===== src/rtl/pipwm_pkg.sv =====
package pipwm_pkg;
   localparam int unsigned PIPWM_PORTS = 8;
   localparam int unsigned PIPWM_REGS = 4;
   localparam logic [7:0] PIPWM_ADDR_P10 = 8'h10;
   localparam logic [7:0] PIPWM_ADDR_P32 = 8'h11;
   localparam logic [7:0] PIPWM_ADDR_P54 = 8'h12;
   localparam logic [7:0] PIPWM_ADDR_P76 = 8'h13;
   localparam logic [7:0] PIPWM_REG_RESET = 8'h00;
   localparam int unsigned PIPWM_HI_NIB_LSB = 4;
   localparam int unsigned PIPWM_LO_NIB_LSB = 0;
   localparam logic [3:0] PIPWM_CODE_STATIC = 4'hF;
   localparam logic [3:0] PIPWM_MASTER_OFF = 4'h0;
   localparam logic [3:0] PIPWM_PHASE_LAST = 4'hF;
   localparam logic [3:0] PIPWM_PHASE_RESET = 4'h0;
   localparam logic [7:0] PIPWM_RDATA_RESET = 8'h00;
   localparam logic [7:0] PIPWM_DRV_RESET = 8'h00;
endpackage : pipwm_pkg


===== src/rtl/pipwm_chan_if.sv =====
`timescale 1ns/10ps
interface pipwm_chan_if;
   import pipwm_pkg::*;
   logic [3:0] phase;
   logic period_end;
   logic pwm_run;
   modport ctrl (output phase, output period_end, output pwm_run);
   modport chan (input phase, input period_end, input pwm_run);
endinterface : pipwm_chan_if


===== src/rtl/pipwm_chan.sv =====
`timescale 1ns/10ps
module pipwm_chan
   import pipwm_pkg::*;
(
   input wire logic mclk, // Clock
   input wire logic rstn, // Sync reset, active low
   pipwm_chan_if.chan tb, // Shared phase
   input wire logic [3:0] code, // Stored code
   output logic sink_on // Sink current when high
);
   logic [3:0] active_q;
   logic sink_d;

   // Load new code at period boundary, or at any cycle while PWM is stopped
   always_ff @(posedge mclk)
   begin
      if (!rstn)
         active_q <= PIPWM_PHASE_RESET;
      else if (tb.period_end || !tb.pwm_run)
         active_q <= code;
   end

   always_comb
   begin
      if (active_q == PIPWM_CODE_STATIC || !tb.pwm_run)
         sink_d = 1'b1;
      else
         sink_d = (tb.phase <= active_q);
   end

   always_ff @(posedge mclk)
   begin
      if (!rstn)
         sink_on <= 1'b0;
      else
         sink_on <= sink_d;
   end
endmodule : pipwm_chan


===== src/rtl/pipwm_top.sv =====
// Function
// 0x10 holds port one high, zero low
// 0x11-0x13 hold odd high, even low pairs
// Write stores both nibbles, read returns them
// Codes 0-14 give code+1 sixteenths duty
// Code 15 gives static full level
// Master zero stops PWM, outputs static
// New code applies at next period start
`timescale 1ns/10ps
module pipwm_top
   import pipwm_pkg::*;
(
   input wire logic mclk, // 125 MHz clock
   input wire logic rstn, // Sync reset, active low
   input wire logic acc_valid, // Host access strobe, one cycle
   input wire logic acc_rnw, // 1 read, 0 write
   input wire logic [7:0] acc_addr, // Register address
   input wire logic [7:0] acc_wdata, // Write data
   input wire logic [3:0] master_level, // Master intensity field
   output logic [7:0] acc_rdata, // Read data
   output logic acc_hit, // Access hit a register, one cycle
   output logic [7:0] port_drv_oe, // Drive low when high
   output logic [7:0] port_drv_o // Always low
);
   logic [7:0] reg_p10_q; // Ports one and zero
   logic [7:0] reg_p10_d;
   logic [7:0] reg_p32_q; // Ports three and two
   logic [7:0] reg_p32_d;
   logic [7:0] reg_p54_q; // Ports five and four
   logic [7:0] reg_p54_d;
   logic [7:0] reg_p76_q; // Ports seven and six
   logic [7:0] reg_p76_d;
   logic [7:0] rdata_d;
   logic hit_d;
   logic [3:0] phase_q;
   logic [3:0] phase_d;
   logic run_q;
   logic run_d;
   logic [3:0] sel;
   logic in_map;
   logic wr_en;
   logic rd_en;
   logic [7:0] rd_word;
   logic [3:0] code [PIPWM_PORTS];
   logic [7:0] sink;
   pipwm_chan_if tb ();

   always_comb
   begin
      sel = 4'h0;
      case (acc_addr)
         PIPWM_ADDR_P10: sel = 4'h1;
         PIPWM_ADDR_P32: sel = 4'h2;
         PIPWM_ADDR_P54: sel = 4'h4;
         PIPWM_ADDR_P76: sel = 4'h8;
         default: sel = 4'h0;
      endcase
   end

   assign in_map = (sel != 4'h0);
   assign wr_en = acc_valid && !acc_rnw && in_map;
   assign rd_en = acc_valid && acc_rnw;

   // Only a mapped address may change a register
   always_comb
   begin
      reg_p10_d = reg_p10_q;
      reg_p32_d = reg_p32_q;
      reg_p54_d = reg_p54_q;
      reg_p76_d = reg_p76_q;
      if (wr_en)
      begin
         case (sel)
            4'h1: reg_p10_d = acc_wdata;
            4'h2: reg_p32_d = acc_wdata;
            4'h4: reg_p54_d = acc_wdata;
            4'h8: reg_p76_d = acc_wdata;
            default: reg_p10_d = reg_p10_q;
         endcase
      end
   end

   always_ff @(posedge mclk)
   begin
      if (!rstn)
         reg_p10_q <= PIPWM_REG_RESET;
      else
         reg_p10_q <= reg_p10_d;
   end

   always_ff @(posedge mclk)
   begin
      if (!rstn)
         reg_p32_q <= PIPWM_REG_RESET;
      else
         reg_p32_q <= reg_p32_d;
   end

   always_ff @(posedge mclk)
   begin
      if (!rstn)
         reg_p54_q <= PIPWM_REG_RESET;
      else
         reg_p54_q <= reg_p54_d;
   end

   always_ff @(posedge mclk)
   begin
      if (!rstn)
         reg_p76_q <= PIPWM_REG_RESET;
      else
         reg_p76_q <= reg_p76_d;
   end

   always_comb
   begin
      rd_word = PIPWM_RDATA_RESET;
      case (sel)
         4'h1: rd_word = reg_p10_q;
         4'h2: rd_word = reg_p32_q;
         4'h4: rd_word = reg_p54_q;
         4'h8: rd_word = reg_p76_q;
         default: rd_word = PIPWM_RDATA_RESET;
      endcase
   end

   always_comb
   begin
      hit_d = acc_valid && in_map;
      rdata_d = acc_rdata;
      if (rd_en)
         rdata_d = rd_word;
   end

   always_ff @(posedge mclk)
   begin
      if (!rstn)
         acc_hit <= 1'b0;
      else
         acc_hit <= hit_d;
   end

   // Read data holds until the next read
   always_ff @(posedge mclk)
   begin
      if (!rstn)
         acc_rdata <= PIPWM_RDATA_RESET;
      else
         acc_rdata <= rdata_d;
   end

   // Upper nibble is the odd port, lower nibble the even port
   always_comb
   begin
      code[0] = reg_p10_q[PIPWM_LO_NIB_LSB +: 4];
      code[1] = reg_p10_q[PIPWM_HI_NIB_LSB +: 4];
      code[2] = reg_p32_q[PIPWM_LO_NIB_LSB +: 4];
      code[3] = reg_p32_q[PIPWM_HI_NIB_LSB +: 4];
      code[4] = reg_p54_q[PIPWM_LO_NIB_LSB +: 4];
      code[5] = reg_p54_q[PIPWM_HI_NIB_LSB +: 4];
      code[6] = reg_p76_q[PIPWM_LO_NIB_LSB +: 4];
      code[7] = reg_p76_q[PIPWM_HI_NIB_LSB +: 4];
   end

   // Oscillator stopped while master level is zero
   always_comb
   begin
      run_d = (master_level != PIPWM_MASTER_OFF);
   end

   always_ff @(posedge mclk)
   begin
      if (!rstn)
         run_q <= 1'b0;
      else
         run_q <= run_d;
   end

   always_comb
   begin
      if (!run_q)
         phase_d = PIPWM_PHASE_RESET;
      else
         phase_d = phase_q + 4'h1;
   end

   always_ff @(posedge mclk)
   begin
      if (!rstn)
         phase_q <= PIPWM_PHASE_RESET;
      else
         phase_q <= phase_d;
   end

   assign tb.phase = phase_q;
   assign tb.period_end = (phase_q == PIPWM_PHASE_LAST);
   assign tb.pwm_run = run_q;

   for (genvar p = 0; p < PIPWM_PORTS; p++)
   begin : g_chan
      pipwm_chan u_chan (
         .mclk(mclk),
         .rstn(rstn),
         .tb(tb),
         .code(code[p]),
         .sink_on(sink[p])
      );
   end

   always_ff @(posedge mclk)
   begin
      if (!rstn)
         port_drv_oe <= PIPWM_DRV_RESET;
      else
         port_drv_oe <= sink;
   end

   // Open drain: the data side only ever pulls low
   always_ff @(posedge mclk)
   begin
      if (!rstn)
         port_drv_o <= PIPWM_DRV_RESET;
      else
         port_drv_o <= PIPWM_DRV_RESET;
   end
endmodule : pipwm_top


===== config.mk =====
export PLATFORM = sky130hd
export DESIGN_NAME = pipwm_top
export DESIGN_NICKNAME = d
export VERILOG_FILES = /design/src/rtl/pipwm_pkg.sv /design/src/rtl/pipwm_chan_if.sv /design/src/rtl/pipwm_chan.sv /design/src/rtl/pipwm_top.sv
export SDC_FILE = /design/constraint.sdc
export NUM_CORES = 1
export LEC_CHECK = 0
export BUFFER_PORTS_ARGS = -buffer_cell sky130_fd_sc_hd__buf_2
export CORE_MARGIN = 10
export CORE_UTILIZATION = 50
export CTS_BUF_LIST = sky130_fd_sc_hd__clkbuf_8
export DETAILED_ROUTE_END_ITERATION = 10
export HOLD_SLACK_MARGIN = 0.12
export PLACE_DENSITY = 0.76
export SLEW_MARGIN = 10
export SYNTH_ARGS = -nofsm -noshare
export SYNTH_HDL_FRONTEND = slang
export SYNTH_SLANG_ARGS = --single-unit

===== constraint.sdc =====
create_clock -name mclk -period 2 [get_ports mclk]
set_clock_uncertainty 0.2 [all_clocks]
set_input_delay 0.3 -clock mclk [delete_from_list [all_inputs] [get_ports mclk]]
set_output_delay 0.3 -clock mclk [all_outputs]
set_load 0.005 [all_outputs]

# Word level (Yosys, flattened, before mapping)
# Index checks and enable logic that the tools add are counted.
[word_totals] word_cells=83 register_bits=94 output_inout_bits=25 inputBits=24
[classes] order_cmp=8 n_mux=10 n_reduce_logical=22 n_eq_ne=17 n_addsub=1
[ops] op="4-bit equality test (second input constant)" n=10
[ops] op="8-bit by 5-bit equality test with 1-bit output (second input constant)" n=4
[ops] op="4-bit <= comparator" n=8
[ops] op="8-bit one-hot mux with 4 select lines" n=1
[ops] op="4-bit one-hot mux with 4 select lines" n=1
[ops] op="2-bit AND reduction" n=5
[ops] op="1-bit logical OR" n=9
[ops] op="1-bit two-way mux" n=8
[ops] op="4-bit nonzero test" n=2
[ops] op="4-bit by 1-bit adder with 4-bit output (second input constant)" n=1
[ops] op="4-bit by 1-bit equality test with 1-bit output (second input constant)" n=1
[ops] op="4-bit by 2-bit equality test with 1-bit output (second input constant)" n=1
[ops] op="4-bit by 3-bit equality test with 1-bit output (second input constant)" n=1
[ops] op="1-bit logical AND" n=4
[ops] op="1-bit zero test" n=2

# Longest topological paths before layout
# Gate-level depths: netlist (run 1).
[depth] ltp_word=5 depth_mapped=7 ltp_nobuf=6

# By module
# A second synthesis (run 1) with hierarchy kept.
[hier_totals] cells_unflattened=450 hier_area_um2=4486.8
[by_module_without_submodules] mod="pipwm_chan" n_inst=8 area_each_um2=285.3 cells_each=32 seq_area_each_um2=100.1
[by_module_without_submodules] mod="pipwm_top" n_inst=1 area_each_um2=2204.6 cells_each=194 seq_area_each_um2=1081.0

# Worst setup path before layout (run 1)
# Ideal clock, no wire load.
[synth_timing] kind="reg-to-reg" startpoint="reg phase_q[1]" endpoint="reg g_chan[4].u_chan.active_q[2]" required_time_ns=1.668 period_less_slack_ns=1.730 path_stages_with_launch=8 setup_time_ns=0.132 slack_ns=0.270 arrival_time_ns=1.398 path_cell_list="dfxtp_1 -> ha_1 -> nand3_1 -> and2_1 -> clkbuf_1 -> clkbuf_1 -> nand2_1 -> a21oi_1"
[synth_via] elab_chain_len=2
[synth_lines] element="start, declared" line_no="pipwm_top.sv:35" rtl="logic [3:0] phase_q;"
[synth_lines] element="start signal, assigned" line_no="pipwm_top.sv:192" rtl="phase_q <= phase_d;"
[synth_lines] element="4-bit equality test" line_no="pipwm_top.sv:196" rtl="assign tb.period_end = (phase_q == PIPWM_PHASE_LAST);"
[synth_lines] element="1-bit logical OR" line_no="pipwm_chan.sv:19" rtl="else if (tb.period_end || !tb.pwm_run)"
[synth_lines] element="end signal, assigned" line_no="pipwm_chan.sv:20" rtl="active_q <= code;"
[synth_lines] element="end, declared" line_no="pipwm_chan.sv:11" rtl="logic [3:0] active_q;"
# Every way passes these cells.
# A chain may end at the register's enable or synchronous reset.

# Worst setup path in the final report (run 1)
[layout_timing] startpoint="reg phase_q[3]" endpoint="reg g_chan[5].u_chan.sink_on"
[layout_via] elab_chain_len=2
[layout_lines] element="4-bit <= comparator" line_no="pipwm_chan.sv:28" rtl="sink_d = (tb.phase <= active_q);"
[layout_lines] element="1-bit two-way mux" line_no="pipwm_chan.sv:25" rtl="if (active_q == PIPWM_CODE_STATIC || !tb.pwm_run)"
[layout_lines] element="end signal, assigned" line_no="pipwm_chan.sv:36" rtl="sink_on <= sink_d;"
[layout_lines] element="end, declared" line_no="pipwm_chan.sv:9" rtl="output logic sink_on"
# Every way passes these cells.

==> summary.md, run 1 <==
| Metric | Value |
|---|---|
| Run status | finished clean |
| Core box area | roughly 8300 um2 |
| Register area share after synthesis | 43.5% |
| Crit-path cells | ha_1 > a21oi_1 > o21ai_0 > a41oi_1 |
| Area contributors post-synth | dfxtp_1 (43%), mux2i_1 (11%), nand2_1 (10%) |
| CTS resizes | 0 |
| Relative slew slack | between 50% and 60% |
| Cell Count, Final, Fillers Out | 642 |
| Post-layout net count | between 500 and 600 |
| Ports | 49 |
| Post-Syn Instances | 484 |
| Htree depth | 3 |
| Clk sinks | 94 |
| Final hold vios | 0 |
| Final Slew Violations | 0 |
| Asr flop ratio synth | 0% |
| Worst Hold Path Cells | 3 |
| Actual slew at the worst max-slew pin | about 0.61 ns |
| Type of destination of the critical path | register |
| P_leak | 2.17 nW |
| Vias in the first global route | 3467 |
| Post-Syn Area | 4330 um2 |
| Hpwl dp | ~6800 um |
| Psw | 0.803 mW |
| Reg area | 1880 um2 |
| Pint | 2.60 mW |
| Fmax | 558 MHz |
| Slowest CP cell | dfxtp_1 |
| Clk root buf | clkbuf_8 |
| Setup crit start kind | register |
| Most used DFF post-synth | dfxtp_1 |
| Min-Delay Path Class | in2reg |
| CTS buffer count | 9 |
| Starting DRC count in detailed routing | 210 |
| Total negative slack | 0 ns |
| WL per Instance | 14.7 um |
| Ys Warns | 0 |
| Vias/cell | 5.31 |
| Initial core utilization | 51.9% |
| CTS tree | done |
| Slack of the critical path | 0.206 ns |
| Number of cells on the critical path | 4 |
| Clock tree buffer depth | 2 |
| Die footprint | 12800 um2 |
| Placed insts | 614 |
| R2R cell count | 4 |
| Area growth from synthesis to layout | 14.1% |
| Crit path DAT | about 1.9 ns |
| Core Rows | 33 |
| Synth cell types | 35 |
| Placer Congestion | 0.786 |
| Final setup viols | 0 |
| Antenna violations before repair | 0 |
| Share of layout cells above drive strength 1 | 13.6% |
| FILL cells | 754 |
| Peak VDD IR | around 0.00042 V |
| Pwr per Cell Area | 689 nW/um2 |
| Most frequent cell after synthesis | nand2_1 |
| Max-cap viol count | 0 |
| Flop pwr share | a little under three fifths |
| Input/output buffers | 40 |
| Avg Inst Size Synth | 8.95 um2 |
| Crit path largest cell delay | 0.66 ns |
| Die Span X | 113 um |
| GRT overflow | 0 |
| Largest net degree at the start of global routing | 51 |
| Place WS | 0.0576 ns |
| First-pass GRT wire length | about 16000 um |
| Number of routed nets with antenna violations | 0 |
| Total GRT Usage | 15.0% |
| WP data required | 2.08 ns |
| Top delay family on crit path | flip-flops |
| DR vias | 3410 |
| DRT Pass-1 Iters | 4 |
| Crit path kind | reg2reg |
| CP max FO | 10 |
| Clk pwr share | a little under two fifths |
| Post-synth EDFFs | 0 |
| Detailed Route WL | 9450 um |
| DRC | 0 |
| Logic pwr share | 6.9% |
| N_diodes | 0 |
| Clk_lat worst skew | ~0.37 ns |
| RSZ-0062 raised after global routing | false |
| Buf/Inv on CP | 0 |
| #FFs+latches synth | 94 |
| Crit share post-route | 89.7% |
| Total Power | 3.40 mW |
| Final Critical Period | 1.79 ns |
| Sw Share | 23.6% |
| Synth cell count leaders | nand2_1 (115), dfxtp_1 (94), a21oi_1 (49) |
| Multi-input logic area | between 2000 and 2500 um2 |
| Chip Height | between 100 and 150 um |
| Synth area leader | dfxtp_1 |
| Yosys top cell area share | 43.5% |
| Worst-path clk slew | 0.09 ns |
power by group through the flow:
stage          clock, mW  sequential [mW]  combinational, mW
2_1_floorplan          0             1.95              0.144
3_3_place_gp           0             1.95              0.215
3_5_place_dp           0             1.95              0.220
4_1_cts             1.30             1.90              0.236
5_1_grt             1.37             1.91              0.261
6_report            1.26             1.90              0.235
area by class of cell:
class	count	share of cell area (%)
multi-input cells	333	44.4
flip-flops and latches	94	38.1
repair buffers	60	8.21
clock buffers	10	2.79
well taps	105	2.66
inverters	34	2.58
clock inverters	6	1.24
repair_timing:
item | in CTS | in global routing
buffers inserted | 0 | 0
endpoints found under the hold margin | 34 | 0
hold buffers | 12 | 0
registers in the layout, summed over array words and instances (netlist names), 8 cells and up:
register and flops:
g_chan.u_chan.active_q 32, acc_rdata 8, g_chan.u_chan.sink_on 8, port_drv_oe 8
reg_p10_q 8, reg_p32_q 8, reg_p54_q 8, reg_p76_q 8
per-stage QoR:
| stage | utilization (%) | instance area, um2 | hold WS [ns] |
|---|---|---|---|
| 6_report | 59.2 | 4940 | 0.193 |
| 5_1_grt | 59.2 | 4940 | 0.197 |
| 4_1_cts | 59.2 | 4940 | 0.173 |
| 3_5_place_dp | 55.4 | 4620 | 0.221 |
| 3_3_place_gp | 55.4 | 4620 | 0.216 |
| 2_1_floorplan | - | 4360 | 0.212 |
per-layer routing:
metal / global-route usage (%) / up-vias / share of wire, % / routed length [um]
met5: 0 / - / 0 / 0
met4: 5.08 / 0 / 1.5 / 146
met3: 5.76 / 10 / 7.0 / 658
met2: 23.4 / 99 / 44 / 4200
met1: 18.5 / 1563 / 47 / 4440
li1: - / 1738 / - / -
worst register-to-register path, cell delays in order, from the launching register on:
cell,delay [ns]
dfxtp_1,0.66
ha_1,0.36
a21oi_1,0.15
o21ai_0,0.10
a41oi_1,0.24
cell families after synthesis:
group / share of synthesized area [%]
adders and majority gates: 9.53
buffers and inverters: 6.47
other: 0.0866
and+or+nand+nor: 17.9
AOI/OAI and AO/OA: 11.0
muxes: 11.1
xor gates and xnor gates: 0.405
DFF: 43.5
cells in the final DEF, fill, tap and decap left out, drive strengths merged, types with 10 or more instances in the layout:
cell / n
dfxtp: 94
a21oi: 49
dlygate4sd3: 12
ha: 33
nand4: 17
inv: 35
nand2: 116
buf: 48
and2: 10
clkbuf: 10
mux2i: 48
path summary, 6_finish.rpt:
kind                                  from                  endpoint  slack [ns]
hold reg to reg   g_chan[0].u_chan.sink_on            port_drv_oe[0]        0.24
setup / recovery                phase_q[3]  g_chan[5].u_chan.sink_on        0.21
setup reg to reg                phase_q[3]  g_chan[5].u_chan.sink_on        0.21
hold / removal                 acc_addr[1]              reg_p54_q[0]        0.19
Note: power is estimated with default switching activity, not from simulation.
==> inputs of run 2 (changes only) <==
--- a/config.mk
+++ b/config.mk
@@ -5,6 +5,7 @@
 export SDC_FILE = /design/constraint.sdc
 export NUM_CORES = 1
 export LEC_CHECK = 0
+export ABC_AREA = 1
 export BUFFER_PORTS_ARGS = -buffer_cell sky130_fd_sc_hd__buf_2
 export CORE_MARGIN = 10
 export CORE_UTILIZATION = 50
==> summary.md, run 2 <==
| Metric | Value |
|---|---|
| Run status | finished clean |
| FILL cells | 816 (+8.2%) |
| Asr flop ratio synth | 0% (unchanged) |
| CTS tree | done |
| RSZ-0062 raised after global routing | false |
| WP data required | 2.04 ns (-0.04 ns) |
| Die Span X | 114 um (+0.90%) |
| Clk_lat worst skew | 0.36 ns (about the same) |
| Post-Syn Area | 4430 um2 (+2.2%) |
| Reg with most FFs | g_chan.u_chan.active_q |
| DRC | 0 (unchanged) |
| Worst-path clk slew | 0.10 ns (about the same) |
| Crit path kind | in2reg |
| Pint | 2.57 mW (-1.0%) |
| Avg Inst Size Synth | 7.49 um2 (-16%) |
| Vias/cell | 5.24 (-1.4%) |
| Synth area leader | dfxtp_1 |
| Die footprint | 13000 um2 (+1.8%) |
| Placer Congestion | 0.862 (+9.7%) |
| Share of layout cells above drive strength 1 | 12.3% (-1.3 points) |
| Chip Height | 114 um (+0.90%) |
| Sw Share | 26.6% (+3.0 points) |
| Core box area | 8680 um2 (+4.1%) |
| GRT overflow | 0 (unchanged) |
| Most frequent cells in the layout | nand2_1 (108), dfxtp_1 (94), inv_1 (73), a21oi_1 (63), nor2_1 (57) |
| Hpwl dp | 7860 um (+16%) |
| CTS resizes | 0 (unchanged) |
| Register area share after synthesis | 42.5% (-0.93 points) |
| Worst Hold Path Cells | 6 (+3) |
| Input/output buffers | 40 (unchanged) |
| Crit share post-route | 86.7% (-2.9 points) |
| Final hold vios | 0 (unchanged) |
| Final Critical Period | 1.73 ns (-0.0587 ns) |
| #FFs+latches synth | 94 (unchanged) |
| Ports | 49 (unchanged) |
| Synth cell types | 28 (-20%) |
| Cell Count, Final, Fillers Out | 752 (+17%) |
| First-pass GRT wire length | 17400 um (+8.5%) |
| Antenna violations before repair | 0 (unchanged) |
| Total negative slack | 0 ns (unchanged) |
| Ys Warns | 0 (unchanged) |
| Peak VDD IR | 0.000435 V (+2.5%) |
| Logic pwr share | 10.2% (+3.3 points) |
| Initial core utilization | 51.0% (-0.93 points) |
| Yosys top cell area share | 42.5% (-0.93 points) |
| Setup bufs post-CTS | 0 (unchanged) |
| Flop pwr share | 56.2% (+0.3 points) |
| Max-cap viol count | 0 (unchanged) |
| Clk root buf | clkbuf_8 |
| Post-Syn Instances | 591 (+22%) |
| Post-synth EDFFs | 0 (unchanged) |
| Crit path DAT | 1.78 ns (-0.09 ns) |
| Largest net degree at the start of global routing | 66 (+29%) |
| Min-Delay Path Class | in2reg |
| Psw | 0.934 mW (+16%) |
| Core Rows | 34 (+3.0%) |
| WL per Instance | 14.2 um (-3.5%) |
| DR vias | 3937 (+15%) |
| Commonest non-fill, non-tap cell in the layout | nand2_1 |
| CP max FO | 1 (-9) |
| Htree depth | 3 (unchanged) |
| Final setup viols | 0 (unchanged) |
| N_diodes | 0 (unchanged) |
| Clk sinks | 94 (unchanged) |
| Synth cell count leaders | nand2_1 (108), dfxtp_1 (94), inv_1 (73) |
| Clock tree buffer depth | 2 (unchanged) |
| Type of destination of the critical path | register |
| R2R cell count | 4 (unchanged) |
| Setup crit start kind | primary input |
| P_leak | 2.41 nW (+11%) |
| CTS buffer count | 9 (unchanged) |
| Starting DRC count in detailed routing | 197 (-6.2%) |
| DRT Pass-1 Iters | 5 (+1) |
| Placed insts | 724 (+18%) |
| Area contributors post-synth | dfxtp_1 (43%), ha_1 (9.3%), nand2_1 (9.2%) |
| Total GRT Usage | 16.2% (+1.2 points) |
| Largest register FFs | 32 (unchanged) |
| Place WS | 0.228 ns (+0.171 ns) |
| Clk pwr share | 33.6% (-3.6 points) |
| Post-layout net count | 696 (+18%) |
| Pwr per Cell Area | 700 nW/um2 (+1.6%) |
| Slack of the critical path | 0.265 ns (+0.0587 ns) |
| Vias in the first global route | 3808 (+9.8%) |
| Final Slew Violations | 0 (unchanged) |
| Detailed Route WL | 10700 um (+13%) |
| Fmax | 576 MHz (+3.4%) |
| Most used DFF post-synth | dfxtp_1 |
| Most frequent cell after synthesis | nand2_1 |
| Area growth from synthesis to layout | 13.3% |
| Number of routed nets with antenna violations | 0 (unchanged) |
-- run 2: power by group through the flow --
stage | Combinational [mW] | Clock [mW] | Sequential [mW]
2_1_floorplan | 0.232 | 0 | 2.01
3_3_place_gp | 0.318 | 0 | 2.01
3_5_place_dp | 0.335 | 0 | 2.02
4_1_cts | 0.355 | 1.20 | 1.97
5_1_grt | 0.408 | 1.28 | 1.98
6_report | 0.356 | 1.18 | 1.97
-- run 2: final timing paths --
check	start	end	slack (ns)
setup / recovery	master_level[2]	run_q	0.27
setup reg to reg	phase_q[3]	g_chan[6].u_chan.sink_on	0.32
hold reg to reg	g_chan[3].u_chan.sink_on	port_drv_oe[3]	0.22
hold / removal	acc_addr[7]	acc_hit	0.14
-- run 2: timing repair --
action,CTS,global route
setup endpoints to repair,0,0
hold buffers,12,0
hold endpoints to repair,39,0
-- run 2: kinds of logic (layout without fill, tap and decap cells) --
group                    Yosys count  after routing  synth area share (%)
AO/OA/AOI/OAI                    127            127                  15.3
XOR/XNOR                           1              1                 0.198
adder cells (fa/ha/maj)           33             33                  9.33
buffers and inverters            108            154                  10.4
flip-flops                        94             94                  42.5
other                              1              8                0.0847
AND/OR/NAND/NOR                  227            227                  22.2
-- run 2: area by class of cell --
| type | count | area, um2 | share of cell area [%] |
|---|---|---|---|
| well taps | 108 | 135 | 2.70 |
| clock inverters | 6 | 45.0 | 0.899 |
| inverters | 77 | 289 | 5.77 |
| repair buffers | 61 | 413 | 8.24 |
| clock buffers | 10 | 138 | 2.75 |
| flip-flops and latches | 94 | 1880 | 37.5 |
| multi-input cells | 396 | 2110 | 42.1 |
-- run 2: per-stage QoR --
step	hold WS [ns]	instance area [um2]	util, %	power, mW
after global routing	0.141	5010	57.8	3.67
final	0.138	5010	57.8	3.51
after detailed placement	0.197	4710	54.3	2.35
after floorplan	0.190	4450	-	2.24
after global placement	0.198	4710	54.3	2.33
after CTS	0.131	5010	57.8	3.53
-- run 2: critical path: stages --
cell and delay, ns:
dlygate4sd3_1 0.52, buf_2 0.11, nor4_1 0.20, dlygate4sd3_1 0.60, nor2_1 0.04
-- run 2: metal layers --
metal  up-vias  global-route usage, %  routed length (um)
met5         -                      0                   0
met4         0                   6.85                 184
met3        18                   3.51                 396
met2        93                   27.7                5430
met1      1820                   19.1                4670
li1       2006                      -                   -
